[src/i2c_slave_regs.svh]
// Bit positions, reset values and mode codes of the serial port.
// Assumes inclusion by bare name from the design files.
`ifndef I2C_SLAVE_REGS_SVH
`define I2C_SLAVE_REGS_SVH

// ****************************************
// First control register
// ****************************************
`define FC_MODE_MSB 3
`define FC_MODE_LSB 0
`define FC_CKP_BIT 4
`define FC_EN_BIT 5
`define FC_OV_BIT 6
`define FC_RESET 8'h00

// ****************************************
// Second control register and status
// ****************************************
`define SC_STRETCH_BIT 0
`define ST_BF_BIT 0
`define ST_UA_BIT 1
`define ST_RW_BIT 2
`define ST_S_BIT 3
`define ST_P_BIT 4
`define ST_DA_BIT 5
`define ADDR_RESET 8'h00
`define BUF_RESET 8'h00

// ****************************************
// Mode codes and counts
// ****************************************
`define MODE_SLV7 4'h6
`define MODE_SLV10 4'h7
`define MODE_SLV7_SP 4'he
`define MODE_SLV10_SP 4'hf
`define ADDR10_PREFIX 5'h1e
`define BYTE_BITS 4'h8
`define ACK_SLOT 4'h9

`endif

[src/i2c_slave_pkg.sv]
// Types shared by the serial port modules.
// Assumes the constants header is compiled alongside.
`default_nettype none
package i2c_slave_pkg;
   typedef logic [7:0] byte_t;

   typedef enum logic [1:0] {
      ST_IDLE = 2'b00,
      ST_ADDR = 2'b01,
      ST_RX = 2'b10,
      ST_TX = 2'b11
   } core_state_t;

   typedef struct packed {
      logic scl_m;
      logic scl_s;
      logic scl_d;
      logic sda_m;
      logic sda_s;
      logic sda_d;
   } sampler_regs_t;

   typedef struct packed {
      byte_t sr;
   } shifter_regs_t;

   typedef struct packed {
      core_state_t state;
      logic [3:0] cnt;
      byte_t rx_buf;
      byte_t addr;
      logic en;
      logic [3:0] mode;
      logic clock_release_bit;
      logic ov;
      logic bf;
      logic irq;
      logic ua;
      logic rw;
      logic da;
      logic st;
      logic sp;
      logic hi_ok;
      logic addr_done;
      logic go_tx;
      logic ua_pend;
      logic data_byte;
      logic nack;
      logic sda_low;
      logic scl_low;
   } core_regs_t;
endpackage
`default_nettype wire

[src/i2c_line_if.sv]
// Carrier between line sampler, shift register and port core.
// Assumes all three run on one clock.
`timescale 1ns/100ps
`default_nettype none
interface i2c_line_if;
   logic scl_s;
   logic sda_s;
   logic scl_rise;
   logic scl_fall;
   logic start_det;
   logic stop_det;
   logic sh_in;
   logic sh_out;
   logic sh_ld;
   logic sh_bit;
   logic [7:0] ld_data;
   logic [7:0] sr;

   modport sampler (output scl_s, sda_s, scl_rise, scl_fall, start_det, stop_det);
   modport shifter (input sh_in, sh_out, sh_ld, sh_bit, ld_data, output sr);
   modport core (input scl_s, sda_s, scl_rise, scl_fall, start_det, stop_det, sr,
                 output sh_in, sh_out, sh_ld, sh_bit, ld_data);
endinterface
`default_nettype wire

[src/i2c_line_sampler.sv]
// Synchroniser and edge, start and stop detection for the bus pins.
// Assumes raw pin levels, asynchronous to clk_i.
`timescale 1ns/100ps
`default_nettype none
module i2c_line_sampler (
   // Clock and reset
   input wire logic clk_i,
   input wire logic rst_i,
   input wire logic ce_i,
   // Raw pins
   input wire logic scl_i,
   input wire logic sda_i,
   // Line events
   i2c_line_if.sampler line
);
   import i2c_slave_pkg::*;

   sampler_regs_t r;
   sampler_regs_t next_r;

   // ****************************************
   // Two-stage sync and history
   // ****************************************
   always_comb begin
      next_r = r;
      next_r.scl_m = scl_i;
      next_r.scl_s = r.scl_m;
      next_r.scl_d = r.scl_s;
      next_r.sda_m = sda_i;
      next_r.sda_s = r.sda_m;
      next_r.sda_d = r.sda_s;
   end

   always_ff @(posedge clk_i) begin
      if (rst_i) begin
         r <= '1;
      end else if (ce_i) begin
         r <= next_r;
      end
   end

   // ****************************************
   // Events
   // ****************************************
   assign line.scl_s = r.scl_s;
   assign line.sda_s = r.sda_s;
   assign line.scl_rise = r.scl_s & ~r.scl_d;
   assign line.scl_fall = ~r.scl_s & r.scl_d;
   assign line.start_det = r.scl_s & r.scl_d & r.sda_d & ~r.sda_s;
   assign line.stop_det = r.scl_s & r.scl_d & ~r.sda_d & r.sda_s;
endmodule
`default_nettype wire

[src/i2c_shift_reg.sv]
// Eight-bit shift register: serial in, serial out, parallel load.
// Assumes at most one operation per cycle; load wins.
`timescale 1ns/100ps
`default_nettype none
module i2c_shift_reg (
   // Clock and reset
   input wire logic clk_i,
   input wire logic rst_i,
   input wire logic ce_i,
   // Shift control
   i2c_line_if.shifter line
);
   import i2c_slave_pkg::*;

   shifter_regs_t r;
   shifter_regs_t next_r;

   always_comb begin
      next_r = r;
      if (line.sh_ld) begin
         next_r.sr = line.ld_data;
      end else if (line.sh_in) begin
         next_r.sr = {r.sr[6:0], line.sh_bit};
      end else if (line.sh_out) begin
         next_r.sr = {r.sr[6:0], 1'b1};
      end
   end

   always_ff @(posedge clk_i) begin
      if (rst_i) begin
         r <= '0;
      end else if (ce_i) begin
         r <= next_r;
      end
   end

   assign line.sr = r.sr;
endmodule
`default_nettype wire

[src/i2c_slave_port.sv]
// I2C slave port core: addressing, acknowledge, buffer and stretching.
// Assumes an external master on open-drain SCL/SDA with pull-ups.
`timescale 1ns/100ps
`default_nettype none
`include "i2c_slave_regs.svh"
module i2c_slave_port (
   // Clock, reset, enable
   input wire logic clk_i,
   input wire logic rst_i,
   input wire logic ce_i,
   // Bus pins, open drain
   input wire logic scl_i,
   output logic scl_o,
   output logic scl_oe_o,
   input wire logic sda_i,
   output logic sda_o,
   output logic sda_oe_o,
   // First control register
   input wire logic ctrl1_wr_i,
   input wire i2c_slave_pkg::byte_t ctrl1_wdata_i,
   output i2c_slave_pkg::byte_t ctrl1_o,
   // Second control register
   input wire i2c_slave_pkg::byte_t ctrl2_i,
   // Slave address register
   input wire logic addr_wr_i,
   input wire i2c_slave_pkg::byte_t addr_wdata_i,
   output i2c_slave_pkg::byte_t addr_o,
   // Receive/transmit buffer
   input wire logic buf_rd_i,
   input wire logic buf_wr_i,
   input wire i2c_slave_pkg::byte_t buf_wdata_i,
   output i2c_slave_pkg::byte_t buf_o,
   // Status and interrupt flag
   output i2c_slave_pkg::byte_t status_o,
   input wire logic irq_clr_i,
   output logic irq_o
);
   import i2c_slave_pkg::*;

   core_regs_t r;
   core_regs_t next_r;
   i2c_line_if line ();

   logic slave_on;
   logic tenbit;
   logic sp_irq;
   logic stretch_en;
   logic addr_hit;
   logic hi_hit;
   logic rx_ok;

   // ****************************************
   // Submodules
   // ****************************************
   i2c_line_sampler u_sampler (
      .clk_i(clk_i),
      .rst_i(rst_i),
      .ce_i(ce_i),
      .scl_i(scl_i),
      .sda_i(sda_i),
      .line(line)
   );

   i2c_shift_reg u_shift (
      .clk_i(clk_i),
      .rst_i(rst_i),
      .ce_i(ce_i),
      .line(line)
   );

   // ****************************************
   // Mode decode
   // ****************************************
   // mode selection
   always_comb begin
      case (r.mode)
         `MODE_SLV7: begin
            tenbit = 1'b0;
            sp_irq = 1'b0;
         end
         `MODE_SLV10: begin
            tenbit = 1'b1;
            sp_irq = 1'b0;
         end
         `MODE_SLV7_SP: begin
            tenbit = 1'b0;
            sp_irq = 1'b1;
         end
         `MODE_SLV10_SP: begin
            tenbit = 1'b1;
            sp_irq = 1'b1;
         end
         default: begin
            tenbit = 1'b0;
            sp_irq = 1'b0;
         end
      endcase
   end

   assign slave_on = r.en & ((r.mode == `MODE_SLV7) | (r.mode == `MODE_SLV10) |
                             (r.mode == `MODE_SLV7_SP) | (r.mode == `MODE_SLV10_SP));
   assign stretch_en = ctrl2_i[`SC_STRETCH_BIT];
   assign hi_hit = (line.sr[7:1] == r.addr[7:1]) &
                   (~tenbit | (line.sr[7:3] == `ADDR10_PREFIX));
   assign addr_hit = (tenbit & r.hi_ok) ? (line.sr == r.addr) : hi_hit;
   assign rx_ok = ~r.bf & ~r.ov;

   // ****************************************
   // Shift register control
   // ****************************************
   // sample on rising edge
   assign line.sh_in = line.scl_rise & ((r.state == ST_ADDR) | (r.state == ST_RX)) &
                       (r.cnt < `BYTE_BITS);
   assign line.sh_bit = line.sda_s;
   assign line.sh_out = line.scl_fall & (r.state == ST_TX) & (r.cnt < `BYTE_BITS);
   assign line.sh_ld = slave_on & buf_wr_i;
   assign line.ld_data = buf_wdata_i;

   // ****************************************
   // Next state
   // ****************************************
   always_comb begin
      next_r = r;
      // Software writes
      if (ctrl1_wr_i) begin
         next_r.en = ctrl1_wdata_i[`FC_EN_BIT];
         next_r.mode = ctrl1_wdata_i[`FC_MODE_MSB:`FC_MODE_LSB];
         next_r.clock_release_bit = ctrl1_wdata_i[`FC_CKP_BIT];
         next_r.ov = ctrl1_wdata_i[`FC_OV_BIT];
      end
      if (addr_wr_i) begin
         next_r.addr = addr_wdata_i;
         next_r.ua = 1'b0;
      end
      if (buf_rd_i) begin
         next_r.bf = 1'b0;
      end
      if (irq_clr_i) begin
         next_r.irq = 1'b0;
      end
      if (line.sh_ld) begin
         next_r.bf = 1'b1;
      end

      if (!slave_on) begin
         next_r.state = ST_IDLE;
         next_r.cnt = 4'h0;
         next_r.st = 1'b0;
         next_r.sp = 1'b0;
         next_r.rw = 1'b0;
         next_r.ua = 1'b0;
         next_r.da = 1'b0;
         next_r.hi_ok = 1'b0;
         next_r.addr_done = 1'b0;
         next_r.sda_low = 1'b0;
      end else if (line.start_det) begin
         next_r.state = ST_ADDR;
         next_r.cnt = 4'h0;
         next_r.st = 1'b1;
         next_r.sp = 1'b0;
         next_r.hi_ok = 1'b0;
         next_r.sda_low = 1'b0;
         if (sp_irq) begin
            next_r.irq = 1'b1;
         end
      end else if (line.stop_det) begin
         next_r.state = ST_IDLE;
         next_r.cnt = 4'h0;
         next_r.sp = 1'b1;
         next_r.st = 1'b0;
         next_r.addr_done = 1'b0;
         next_r.sda_low = 1'b0;
         if (sp_irq) begin
            next_r.irq = 1'b1;
         end
      end else begin
         case (r.state)
            ST_ADDR, ST_RX: begin
               if (line.scl_rise && r.cnt < `BYTE_BITS) begin
                  next_r.cnt = r.cnt + 4'h1;
               end else if (line.scl_fall && r.cnt == `BYTE_BITS) begin
                  next_r.cnt = `ACK_SLOT;
                  next_r.data_byte = (r.state == ST_RX);
                  next_r.go_tx = 1'b0;
                  next_r.ua_pend = 1'b0;
                  if (r.state == ST_ADDR && !addr_hit) begin
                     next_r.state = ST_IDLE;
                  end else begin
                     if (rx_ok) begin
                        next_r.rx_buf = line.sr;
                        next_r.bf = 1'b1;
                        next_r.sda_low = 1'b1;
                     end else if (r.bf) begin
                        next_r.ov = 1'b1;
                     end
                     next_r.da = (r.state == ST_RX);
                     if (r.state == ST_ADDR) begin
                        if (!tenbit || !r.hi_ok) begin
                           next_r.rw = line.sr[0];
                        end
                        if (!tenbit) begin
                           next_r.go_tx = line.sr[0];
                        end else if (r.hi_ok) begin
                           next_r.ua_pend = 1'b1;
                           next_r.addr_done = 1'b1;
                        end else if (line.sr[0] && r.addr_done) begin
                           next_r.go_tx = 1'b1;
                        end else begin
                           next_r.ua_pend = 1'b1;
                           next_r.hi_ok = 1'b1;
                        end
                     end
                  end
               end else if (line.scl_fall && r.cnt == `ACK_SLOT) begin
                  next_r.irq = 1'b1;
                  next_r.sda_low = 1'b0;
                  next_r.cnt = 4'h0;
                  if (r.go_tx) begin
                     next_r.state = ST_TX;
                     next_r.clock_release_bit = 1'b0;
                  end else if (r.ua_pend) begin
                     next_r.ua = 1'b1;
                     next_r.state = (r.hi_ok && !r.addr_done) ? ST_ADDR : ST_RX;
                  end else begin
                     next_r.state = ST_RX;
                     if (stretch_en && r.bf && !buf_rd_i && (r.data_byte || !tenbit)) begin
                        next_r.clock_release_bit = 1'b0;
                     end
                  end
               end
            end
            ST_TX: begin
               if (line.scl_fall && r.cnt < `BYTE_BITS) begin
                  next_r.cnt = r.cnt + 4'h1;
                  if (r.cnt == `BYTE_BITS - 4'h1) begin
                     next_r.bf = line.sh_ld;
                  end
               end else if (line.scl_rise && r.cnt == `BYTE_BITS) begin
                  next_r.nack = line.sda_s;
               end else if (line.scl_fall && r.cnt == `BYTE_BITS) begin
                  next_r.irq = 1'b1;
                  next_r.cnt = 4'h0;
                  next_r.da = 1'b1;
                  if (r.nack) begin
                     next_r.state = ST_IDLE;
                     next_r.rw = 1'b0;
                     next_r.da = 1'b0;
                     next_r.ua = 1'b0;
                     next_r.st = 1'b0;
                     next_r.sp = 1'b0;
                  end else begin
                     next_r.clock_release_bit = 1'b0;
                  end
               end
            end
            default: begin
               next_r.cnt = 4'h0;
            end
         endcase
      end

      if (ctrl1_wr_i && ctrl1_wdata_i[`FC_CKP_BIT]) begin
         next_r.clock_release_bit = 1'b1;
      end
      // hold only once line is low
      next_r.scl_low = slave_on & (~next_r.clock_release_bit | next_r.ua) & (r.scl_low | ~line.scl_s);
   end

   // ****************************************
   // State register
   // ****************************************
   always_ff @(posedge clk_i) begin
      if (rst_i) begin
         r <= '0;
         r.state <= ST_IDLE;
         r.addr <= `ADDR_RESET;
         r.rx_buf <= `BUF_RESET;
         r.en <= 1'(`FC_RESET >> `FC_EN_BIT);
         r.clock_release_bit <= 1'(`FC_RESET >> `FC_CKP_BIT);
      end else if (ce_i) begin
         r <= next_r;
      end
   end

   // ****************************************
   // Outputs
   // ****************************************
   // open-drain, never driven high
   assign scl_o = 1'b0;
   assign sda_o = 1'b0;
   assign scl_oe_o = r.scl_low;
   assign sda_oe_o = r.sda_low |
                     ((r.state == ST_TX) & (r.cnt < `BYTE_BITS) & ~line.sr[7] & slave_on);

   always_comb begin
      ctrl1_o = '0;
      ctrl1_o[`FC_MODE_MSB:`FC_MODE_LSB] = r.mode;
      ctrl1_o[`FC_CKP_BIT] = r.clock_release_bit;
      ctrl1_o[`FC_EN_BIT] = r.en;
      ctrl1_o[`FC_OV_BIT] = r.ov;
      status_o = '0;
      status_o[`ST_BF_BIT] = r.bf;
      status_o[`ST_UA_BIT] = r.ua;
      status_o[`ST_RW_BIT] = r.rw;
      status_o[`ST_S_BIT] = r.st;
      status_o[`ST_P_BIT] = r.sp;
      status_o[`ST_DA_BIT] = r.da;
   end

   assign addr_o = r.addr;
   assign buf_o = r.rx_buf;
   assign irq_o = r.irq;
endmodule
`default_nettype wire

[config.mk]
export PLATFORM = sky130hd
export DESIGN_NAME = i2c_slave_port
export DESIGN_NICKNAME = d
export VERILOG_FILES = /design/src/i2c_slave_pkg.sv /design/src/i2c_line_if.sv /design/src/i2c_line_sampler.sv /design/src/i2c_shift_reg.sv /design/src/i2c_slave_port.sv
export VERILOG_INCLUDE_DIRS = /design/src
export SDC_FILE = /design/constraint.sdc
export NUM_CORES = 1
export LEC_CHECK = 0
export BUFFER_PORTS_ARGS = -buffer_cell sky130_fd_sc_hd__buf_2
export CORE_AREA = 2 2 109 121
export CTS_BUF_LIST = sky130_fd_sc_hd__clkbuf_16
export CTS_CLUSTER_SIZE = 24
export DETAILED_ROUTE_END_ITERATION = 10
export DIE_AREA = 0 0 111 123
export SYNTH_ARGS = -nofsm -noshare
export SYNTH_HDL_FRONTEND = slang
export SYNTH_SLANG_ARGS = --single-unit
[constraint.sdc]
create_clock -name clk_i -period 4.1 [get_ports clk_i]
set_clock_uncertainty 0.05 [all_clocks]
set_input_delay 0.82 -clock clk_i [delete_from_list [all_inputs] [get_ports clk_i]]
set_output_delay 0.82 -clock clk_i [all_outputs]
set_load 0.005 [all_outputs]
==> run summary <==
Register area share after synthesis: 31.8%
HPWL Detailed: 7230 um
# IOs: 79
Instance area after placement: 0.00382 mm^2
Maximum fanout along the worst path: 13
EDFF count, synth: 0
Count of final setup violators: 0
Setup crit end kind: output port
Critical Path Max Stage Delay: 490 ps
Most frequent cells after synthesis: 58 x dfxtp_1, 46 x nand2_1, 35 x buf_4
Static leakage: 0.00154 uW
Max-slew violation count: 0
PwrDens: 360 mW/mm^2
Total number of vias: 3353
Layout area overhead: 13.1%
Gr usage total: 14.7%
Drc violations: 0
FILL cells: 1311
Post-synth ARST share: 0%
Post-cts hold buffer count: 0
YS warnings: 0
Mapped Avg Cell Area: 8.03 um^2
H-Tree Level Count: 3
Inserted Clock Buffers: 9
Most common cell in the netlist: dfxtp_1
Max Root-Sink Buffers: 2
Vias in the first global route: 2973
TNS Setup: 0 ps
CP Class: reg -> out
Die X: 111 um
Clock latency on the worst-skew pair: 330 ps
Final net count: 523
Required @ worst endpoint: 3230 ps
Cells after synthesis: 455
CP arrival: 2080 ps
CTS tree: yes
Max-cap viol count: 0
Worst VDD drop: 0.206 mV
First-pass detailed-route iteration total: 5
CP max-delay cell: ha_1
Min cycle time layout: 2950 ps
Total clock sinks: 58
DIE AREA: 0.0137 mm^2
GPL Wtd Cong: 0.911
Post-layout instance area: 0.00413 mm^2
Initial antenna violation count: 0
Endpoints failing hold: 0
Min-delay worst type: reg -> reg
IO buf count: 65
Post-DRT Antenna Nets: 0
Core area: 0.0124 mm^2
First-pass GRT wire length: 15900 um
Vias per cell: 5.27
Crit-path cells: ha_1 > inv_1 > o41ai_1 > buf_2
Largest net degree at the start of global routing: 49
Starting Density: 29.4%
Starting DRT DRC Count: 342
Worst-margin pin slew: 904 ps
Area leader, netlist: dfxtp_1
Sequential cell area: 0.00116 mm^2
Multi-input gate area: 0.00206 mm^2
Fmax achieved: 0.339 GHz
Top FF cell, synth: dfxtp_1
Cell area after synthesis: 0.00365 mm^2
Tcrit/Tclk final: 71.9%
Die Y: 123 um
Grt ovf: 0
Largest cells by area after synthesis: dfxtp_1 32%, buf_4 7.2%, nand2b_1 4.8%, nand2_1 4.7%, mux2i_1 4.1%
Wire per inst: 15.7 um
Post-Route Hold Slack: 410 ps
Reg2Reg Setup Slack: 1540 ps
Yosys reg bits: 58
Synth cell types: 70
RSZ-0062 raised after global routing: no
Max transition margin: 39.7%
Diodes inserted: 0
Postcts setup bufs: 0
Status: completed
Layout cells sized above 1: 18.2%
Cts repair resizes: 0
Startpoint type of the worst setup path: flip-flop
Post-Route WL: 10000 um
Clk root buf: clkbuf_16
Core Rows: 43
Clock-pin slew on the worst setup and hold paths: 50 ps
Share of the synthesized area in the top cell type: 31.8%
[routing by layer]
layer  track usage, %  wire length [um]  up-vias
met1             19.7              4620     1591
met3             3.14               575       21
met2             23.4              4590      123
li1                 -                 -     1618
met5                0                 0        -
met4             5.47               224        0
[critical path: cells and delay by family, from the launching register on]
family	cells	cell delay, ps
adder cells (fa/ha/maj)	1	490
AO/OA/AOI/OAI	1	480
buffers and inverters	2	400
flip-flops	1	390
[final cells by class]
class                      instances  share of cell area (%)
clock inverter                     7                    2.09
timing repair buffer              67                    8.24
inverter                          15                    1.36
tap                              157                    4.76
sequential                        58                    28.1
clock buffer                       9                    5.45
multi-input combinational        323                    50.0
[metrics by stage]
step | instances | setup WS (ps) | total power, uW | util (%)
3_5_place_dp | 620 | 1390 | 711 | 30.7
6_report | 636 | 1150 | 1490 | 33.2
5_1_grt | 636 | 1010 | 1550 | 33.2
3_3_place_gp | 620 | 1430 | 709 | 30.7
2_1_floorplan | 459 | 1970 | 681 | -
4_1_cts | 636 | 1080 | 1510 | 33.2
[power by group]
part,switching (uW),internal (uW)
registers,15.5,577
clock network,264,525
logic,62.0,46.1
total,341,1150
[cell usage in the layout, fill, tap and decap left out, drive strengths merged, types with 8 or more instances in the layout]
cell    synthesis  final
clkbuf         16      9
a311oi          8      8
nand2          46     46
o21ai          19     19
inv            15     17
nand2b         28     28
mux2i          15     15
xor2            9      9
buf            47     67
nand3          23     23
nor2           30     30
dfxtp          58     58
nor2b           8      8
a21oi          25     25
[state kept, by name, summed over array words and instances, names as in the netlist]
name / flops
irq_o: 1
buf_o: 8
r: 13
u_sampler.line.sda_s: 1
u_shift.line.sr: 8
status_o: 6
ctrl1_o: 7
addr_o: 8
u_sampler.next_r: 2
scl_oe_o: 1
u_sampler.line.scl_s: 1
u_sampler.r: 2
[cell families (layout without fill, tap and decap cells)]
logic type	after synthesis	count (layout)	share of synthesized area, %
AO/OA/AOI/OAI	105	105	20.2
buffers and inverters	78	98	12.1
other	1	5	0.103
XOR/XNOR	10	10	2.40
adder cells (fa/ha/maj)	7	7	2.40
flip-flops	58	58	31.8
multiplexers	16	16	4.42
AND/OR/NAND/NOR	180	180	26.6
[worst paths after layout]
kind | cells past startpoint | startpoint | end
worst max-delay path | 4 | r[43] | sda_oe_o
worst min-delay path | 2 | status_o[4] | status_o[4]
worst max register to register | 5 | ctrl1_o[2] | r[4]
worst min register to register | 2 | status_o[4] | status_o[4]
No activity file was read; power rests on OpenSTA's default activity.
